[config.mk]
export PLATFORM = sky130hd
export DESIGN_NAME = cpsg_supervisor
export DESIGN_NICKNAME = d
export VERILOG_FILES = /design/src/hw/cpsg_pkg.sv /design/src/hw/cpsg_supervisor.sv
export VERILOG_INCLUDE_DIRS = /design/src /design/src/hw
export SDC_FILE = /design/constraint.sdc
export NUM_CORES = 1
export LEC_CHECK = 0
export BUFFER_PORTS_ARGS = -buffer_cell sky130_fd_sc_hd__buf_2
export CORE_MARGIN = 2
export CORE_UTILIZATION = 50
export DETAILED_ROUTE_END_ITERATION = 7
export PLACE_DENSITY = 0.66
export SLEW_MARGIN = 10
export SYNTH_ARGS = -nofsm -noshare
export SYNTH_HDL_FRONTEND = slang
export SYNTH_SLANG_ARGS = --single-unit
[constraint.sdc]
create_clock -name i_clk -period 3 [get_ports i_clk]
set_input_delay 0.45 -clock i_clk [delete_from_list [all_inputs] [get_ports i_clk]]
set_output_delay 0.45 -clock i_clk [all_outputs]
set_load 0.01 [all_outputs]
[src/hw/cpsg_consts.svh]
`ifndef CPSG_CONSTS_SVH
`define CPSG_CONSTS_SVH

// ----------------------------------------------------------------
// Timing
// ----------------------------------------------------------------
`define CPSG_CLK_KHZ 40000
`define CPSG_HOLD_MS 250
`define CPSG_DEBOUNCE_MS 10
`define CPSG_WDOG_MS 1500
`define CPSG_HOLD_CYCLES (`CPSG_HOLD_MS * `CPSG_CLK_KHZ)
`define CPSG_DEBOUNCE_CYCLES (`CPSG_DEBOUNCE_MS * `CPSG_CLK_KHZ)
`define CPSG_WDOG_CYCLES (`CPSG_WDOG_MS * `CPSG_CLK_KHZ)

// ----------------------------------------------------------------
// Synchronised input positions
// ----------------------------------------------------------------
`define CPSG_IN_SUPPLY 0
`define CPSG_IN_SWITCH 1
`define CPSG_IN_CMP 2
`define CPSG_IN_KICK 3
`define CPSG_IN_PIN 4
`define CPSG_IN_SEL 5
`define CPSG_IN_W 6
`define CPSG_SYNC_RST 6'h3c

`endif

[src/hw/cpsg_pkg.sv]
package cpsg_pkg;

  // ----------------------------------------------------------------
  // Sequencer states, Gray along pfail-hold-run-pulse
  // ----------------------------------------------------------------
  typedef enum logic [1:0] {
    cpsg_st_pfail = 2'h0,
    cpsg_st_hold = 2'h1,
    cpsg_st_run = 2'h3,
    cpsg_st_pulse = 2'h2
  } cpsg_state_type;

endpackage : cpsg_pkg

[src/hw/cpsg_supervisor.sv]
`include "cpsg_consts.svh"

module cpsg_supervisor #(
  parameter int unsigned HOLD_CYCLES = `CPSG_HOLD_CYCLES,
  parameter int unsigned DEBOUNCE_CYCLES = `CPSG_DEBOUNCE_CYCLES,
  parameter int unsigned WDOG_CYCLES = `CPSG_WDOG_CYCLES
) (
  input wire logic i_clk,
  input wire logic i_rstn,
  input wire logic i_supply_ok,
  input wire logic i_above_switch,
  input wire logic i_fail_compare_in,
  input wire logic i_watchdog_kick_n,
  input wire logic i_cpu_reset_n,
  input wire logic i_sram_select_in_n,
  input wire logic i_status_flag,
  input wire logic i_irq_enable,
  output logic o_cpu_reset_n,
  output logic o_cpu_reset_oe_n,
  output logic o_sram_select_out_n,
  output logic o_sram_supply_out,
  output logic o_fail_warning_out_n,
  output logic o_irq
);

  // ----------------------------------------------------------------
  // Input synchronisers
  // ----------------------------------------------------------------
  logic [`CPSG_IN_W-1:0] raw;
  logic [`CPSG_IN_W-1:0] s1_r;
  logic [`CPSG_IN_W-1:0] s2_r;
  logic [`CPSG_IN_W-1:0] s3_r;
  logic [`CPSG_IN_W-1:0] filt_r;
  logic [`CPSG_IN_W-1:0] filt_nxt;

  assign raw = {i_sram_select_in_n, i_cpu_reset_n, i_watchdog_kick_n,
                i_fail_compare_in, i_above_switch, i_supply_ok};

  // A change counts only once the second and third stages agree
  always_comb
  begin
    filt_nxt = (s2_r & s3_r) | (filt_r & (s2_r ^ s3_r));
  end

  always_ff @(posedge i_clk or negedge i_rstn)
  begin
    if (!i_rstn)
    begin
      s1_r <= `CPSG_SYNC_RST;
      s2_r <= `CPSG_SYNC_RST;
      s3_r <= `CPSG_SYNC_RST;
      filt_r <= `CPSG_SYNC_RST;
    end
    else
    begin
      s1_r <= raw;
      s2_r <= s1_r;
      s3_r <= s2_r;
      filt_r <= filt_nxt;
    end
  end

  logic sup_f;
  logic sw_f;
  logic cmp_f;
  logic kick_f;
  logic pin_f;
  logic sel_f;

  assign sup_f = filt_r[`CPSG_IN_SUPPLY];
  assign sw_f = filt_r[`CPSG_IN_SWITCH];
  assign cmp_f = filt_r[`CPSG_IN_CMP];
  assign kick_f = filt_r[`CPSG_IN_KICK];
  assign pin_f = filt_r[`CPSG_IN_PIN];
  assign sel_f = filt_r[`CPSG_IN_SEL];

  // ----------------------------------------------------------------
  // Reset sequencer
  // ----------------------------------------------------------------
  cpsg_pkg::cpsg_state_type state_r;
  cpsg_pkg::cpsg_state_type state_nxt;
  logic [31:0] cnt_r;
  logic [31:0] cnt_nxt;
  logic [31:0] wdog_r;
  logic [31:0] wdog_nxt;
  logic [31:0] deb_r;
  logic [31:0] deb_nxt;
  logic kick_prev_r;
  logic kick_fall;
  logic drive_r;
  logic drive_nxt;
  logic ce_out_r;
  logic ce_out_nxt;
  logic supply_out_r;
  logic warn_r;
  logic irq_r;
  logic irq_nxt;

  assign kick_fall = kick_prev_r & ~kick_f;

  always_comb
  begin
    state_nxt = state_r;
    cnt_nxt = cnt_r;
    wdog_nxt = 32'h0;
    deb_nxt = 32'h0;
    case (state_r)
      cpsg_pkg::cpsg_st_pfail:
      begin
        cnt_nxt = 32'h0;
        state_nxt = cpsg_pkg::cpsg_st_hold;
      end
      // Hold and pulse share one 250 ms count; kick and push-button are not sampled meanwhile
      cpsg_pkg::cpsg_st_hold, cpsg_pkg::cpsg_st_pulse:
      begin
        if (cnt_r == HOLD_CYCLES - 1)
        begin
          state_nxt = cpsg_pkg::cpsg_st_run;
          cnt_nxt = 32'h0;
        end
        else
        begin
          cnt_nxt = cnt_r + 32'h1;
        end
      end
      cpsg_pkg::cpsg_st_run:
      begin
        if (!kick_fall)
        begin
          wdog_nxt = wdog_r + 32'h1;
        end
        if (!pin_f)
        begin
          deb_nxt = deb_r + 32'h1;
        end
        if ((!kick_fall && wdog_r == WDOG_CYCLES - 1)
            || (!pin_f && deb_r == DEBOUNCE_CYCLES - 1))
        begin
          state_nxt = cpsg_pkg::cpsg_st_pulse;
          cnt_nxt = 32'h0;
          // Start clean, so no stale count survives into the lockout
          wdog_nxt = 32'h0;
          deb_nxt = 32'h0;
        end
      end
      default:
      begin
        state_nxt = cpsg_pkg::cpsg_st_pfail;
      end
    endcase
    // Supply loss overrides everything
    if (!sup_f)
    begin
      state_nxt = cpsg_pkg::cpsg_st_pfail;
      cnt_nxt = 32'h0;
      wdog_nxt = 32'h0;
      deb_nxt = 32'h0;
    end
  end

  always_comb
  begin
    drive_nxt = (state_nxt != cpsg_pkg::cpsg_st_run);
    // Chip enable follows the host only in run, latency of the synchroniser
    ce_out_nxt = (state_nxt == cpsg_pkg::cpsg_st_run) ? sel_f : 1'b1;
    irq_nxt = i_status_flag & i_irq_enable;
  end

  always_ff @(posedge i_clk or negedge i_rstn)
  begin
    if (!i_rstn)
    begin
      state_r <= cpsg_pkg::cpsg_st_pfail;
      cnt_r <= 32'h0;
      wdog_r <= 32'h0;
      deb_r <= 32'h0;
      kick_prev_r <= 1'b1;
      drive_r <= 1'b1;
      ce_out_r <= 1'b1;
      supply_out_r <= 1'b0;
      warn_r <= 1'b1;
      irq_r <= 1'b0;
    end
    else
    begin
      state_r <= state_nxt;
      cnt_r <= cnt_nxt;
      wdog_r <= wdog_nxt;
      deb_r <= deb_nxt;
      kick_prev_r <= kick_f;
      drive_r <= drive_nxt;
      ce_out_r <= ce_out_nxt;
      supply_out_r <= sw_f;
      warn_r <= cmp_f;
      irq_r <= irq_nxt;
    end
  end

  // ----------------------------------------------------------------
  // Pins
  // ----------------------------------------------------------------
  // Open drain: the data level is always low, only the enable moves
  assign o_cpu_reset_n = 1'b0;
  assign o_cpu_reset_oe_n = ~drive_r;
  assign o_sram_select_out_n = ce_out_r;
  assign o_sram_supply_out = supply_out_r;
  assign o_fail_warning_out_n = warn_r;
  assign o_irq = irq_r;
endmodule : cpsg_supervisor

==> summary.md <==
| Metric | Value |
|---|---|
| CTS tree | built |
| Peak VDD IR | 0.425 mV |
| Crit path arrival time | 2.97 ns |
| Final Max Slew Viols | 0 |
| Setup TNS | 0 ns |
| Async S/R FF share, synth | 100% |
| Die X | 115 um |
| CP max-delay cell | or4b_1 |
| Routed WL | 12.5 mm |
| Initial antenna violation count | 0 |
| Worst skew pair latency | between 0.4 and 0.5 ns |
| Leak | 2.87 nW |
| Commonest non-fill, non-tap cell in the layout | dfrtp_1 |
| Hold WS | ~0.13 ns |
| Max Cap Viol | 0 |
| Via count | 4673 |
| Layout area overhead | 13.3% |
| Clock period minus worst slack | 2.69 ns |
| Worst Tran Pin Value | 0.627 ns |
| First-pass GRT wire length | between 20 and 25 mm |
| Final Core Density | 58.1% |
| ANT nets after route | 0 |
| Critical path required time | ~3.3 ns |
| Row count | 40 |
| Post-synthesis sequential element count | 128 |
| Unrepaired setup endpoints after global routing | no |
| Drt pass-1 iters | 5 |
| Die ar. | 13200 um^2 |
| Largest net degree at the start of global routing | 105 |
| Routability Congestion | between 0.8 and 0.9 |
| PwrDens | 575 nW/um^2 |
| Syn_area_per_cell | 9.75 um^2 |
| Synth unique cells | 49 |
| Grt total ovfl | 0 |
| Effective utilization at floorplan | around 51% |
| Status | complete, no violations |
| Post-Syn Nets | 653 |
| GR Util All Layers | 21.0% |
| Vias in the first global route | 4617 |
| Worst setup SP type | register |
| Detailed Route Iter0 Violations | around 340 |
| Crit path largest cell delay | 0.55 ns |
| Share of cells above drive strength 1 | 11.5% |
| Hold WC Path Type | in -> reg |
| I/O Buffers | 14 |
| Vias/cell | between 5 and 6 |
| Die height | about 120 um |
| Post-Syn Instances | roughly 630 |
| Post-Syn Area | 6160 um^2 |
| Crit path max-delay family | simple AND/OR/NAND/NOR gates |
| Number of gates resized after CTS | 0 |
| Syn. warnings | 0 |
| WS Path Type | reg -> reg |
| Main synth FF type | dfrtp_1 |
| Max FO, Critical Path | 21 |
| Buf+Inv Stages, Crit Path | 1 |
| Clock slew at reported path FFs | 0.05 ns |
| Core area | 12000 um^2 |
| Number of synthesized flops with an enable pin | 0 |
| Final #Nets | 668 |
| CTS root buf | clkbuf_16 |
| Slew HR | 58.1% |
| I/O pin cnt | 16 |
| CP Capture Type | register |
| WL/cell | 15.5 um |
| Htree depth | 4 |
| Fmax | 372 MHz |
| Commonest non-fill, non-tap cells in the layout | 108 x dfrtp_1, 88 x nor2_1, 50 x nand3_1 |
| DP HPWL | 8.14 mm |
| Final hold vios | 0 |
| DRC violations left | 0 |
| Final period utilization | 89.6% |
| Sink Count | ~130 |
| Final-report setup violation count | 0 |
| Clk_skew | 0.0114 ns |
| CTS Buffer Depth | 2 |
| CTS Buf Count | 17 |
| Critical-path cell list | or4b_1 > or4_1 > nor4_4 > nor2_1 > o21ai_1 > buf_4 > o21ai_0 |
| # diodes | 0 |
| Seq/Total Area, Yosys | between 50% and 60% |
-- sequential cells by signal (all words and copies together) (netlist names), 2 cells and up --
signal,flops
s2_r,6
s3_r,6
filt_r,6
deb_r,32
state_r,2
cnt_r,32
s1_r,6
wdog_r,32
-- routing by layer --
| layer | global-route usage [%] | wire length, um | part of all wire (%) |
|---|---|---|---|
| met4 | 6.91 | 182 | 1.5 |
| met1 | 28.9 | 5890 | 47 |
| met5 | 0 | 0 | 0 |
| met3 | 5.27 | 570 | 4.6 |
| met2 | 32.9 | 5880 | 47 |
-- area by class of cell --
class                   count  area, um^2
clock inverters             9         131
repair buffers             23         155
flip-flops and latches    128        3230
well taps                 147         184
fillers                  1045        5030
clock buffers              23         478
inverters                  14        52.6
multi-input cells         463        2760
-- Yosys cell counts (3+ instances only) --
master,count,area (um^2)
a21o_1,6,45.0
a21oi_1,6,30.0
and3_1,22,138
and4_1,11,96.3
buf_2,7,35.0
clkbuf_1,16,60.1
dfrtp_1,108,2700
dfstp_2,20,526
ha_1,11,138
inv_1,14,52.6
nand2_1,49,184
nand2b_1,6,37.5
nand3_1,50,250
nand4_1,18,113
nor2_1,88,330
nor3_1,30,150
nor3b_1,3,22.5
nor4_1,15,93.8
o21ai_0,33,165
o21ai_1,3,15.0
o31ai_1,5,37.5
o41ai_1,8,70.1
or4_1,12,90.1
xnor2_1,26,228
xor2_1,34,298
-- metrics by stage --
step / power (mW) / area (um^2) / instances / setup slack [ns]
floorplan: 1.88 / 6160 / 632 / 0.495
global placement: 1.95 / 6360 / 774 / 0.390
detailed placement: 1.95 / 6360 / 774 / 0.330
CTS: 4.07 / 6980 / 807 / 0.315
global route: 4.17 / 6980 / 807 / 0.109
finish: 4.02 / 6980 / 807 / 0.312
-- cell families (layout without fill, tap and decap cells) --
kind of cell / Yosys count / count (layout) / synth area share (%)
AOI/OAI and AO/OA: 66 / 66 / 6.60
buffers and inverters: 41 / 69 / 2.94
DFF: 128 / 128 / 52.4
and+or+nand+nor: 324 / 324 / 27.1
adders and majority gates: 11 / 11 / 2.23
other: 1 / 1 / 0.0608
muxes: 1 / 1 / 0.162
xor gates and xnor gates: 60 / 60 / 8.52
-- power breakdown --
| group | switching [mW] | internal [mW] |
|---|---|---|
| clock network | 0.729 | 1.37 |
| registers | 0.0171 | 1.77 |
| logic | 0.0894 | 0.0419 |
-- repair_timing --
item / in CTS / in global routing
endpoints found under the hold margin: 18 / 0
hold buffers: 1 / 0
setup buffers: 0 / 0
-- final timing paths --
kind                                    startpoint         to  slack, ns  cells after the start
worst max-delay path                     cnt_r[17]  cnt_r[17]       0.31                      7
worst min-delay path            i_sram_select_in_n    s1_r[5]       0.13                      1
worst max register to register           cnt_r[17]  cnt_r[17]       0.31                      7
worst min register to register             s1_r[0]    s2_r[0]       0.35                      0
max in group asynchronous                   i_rstn  deb_r[28]       1.67                      3
min in group asynchronous                   i_rstn  wdog_r[4]       0.48                      2
Power figures use the tool's default switching activity.
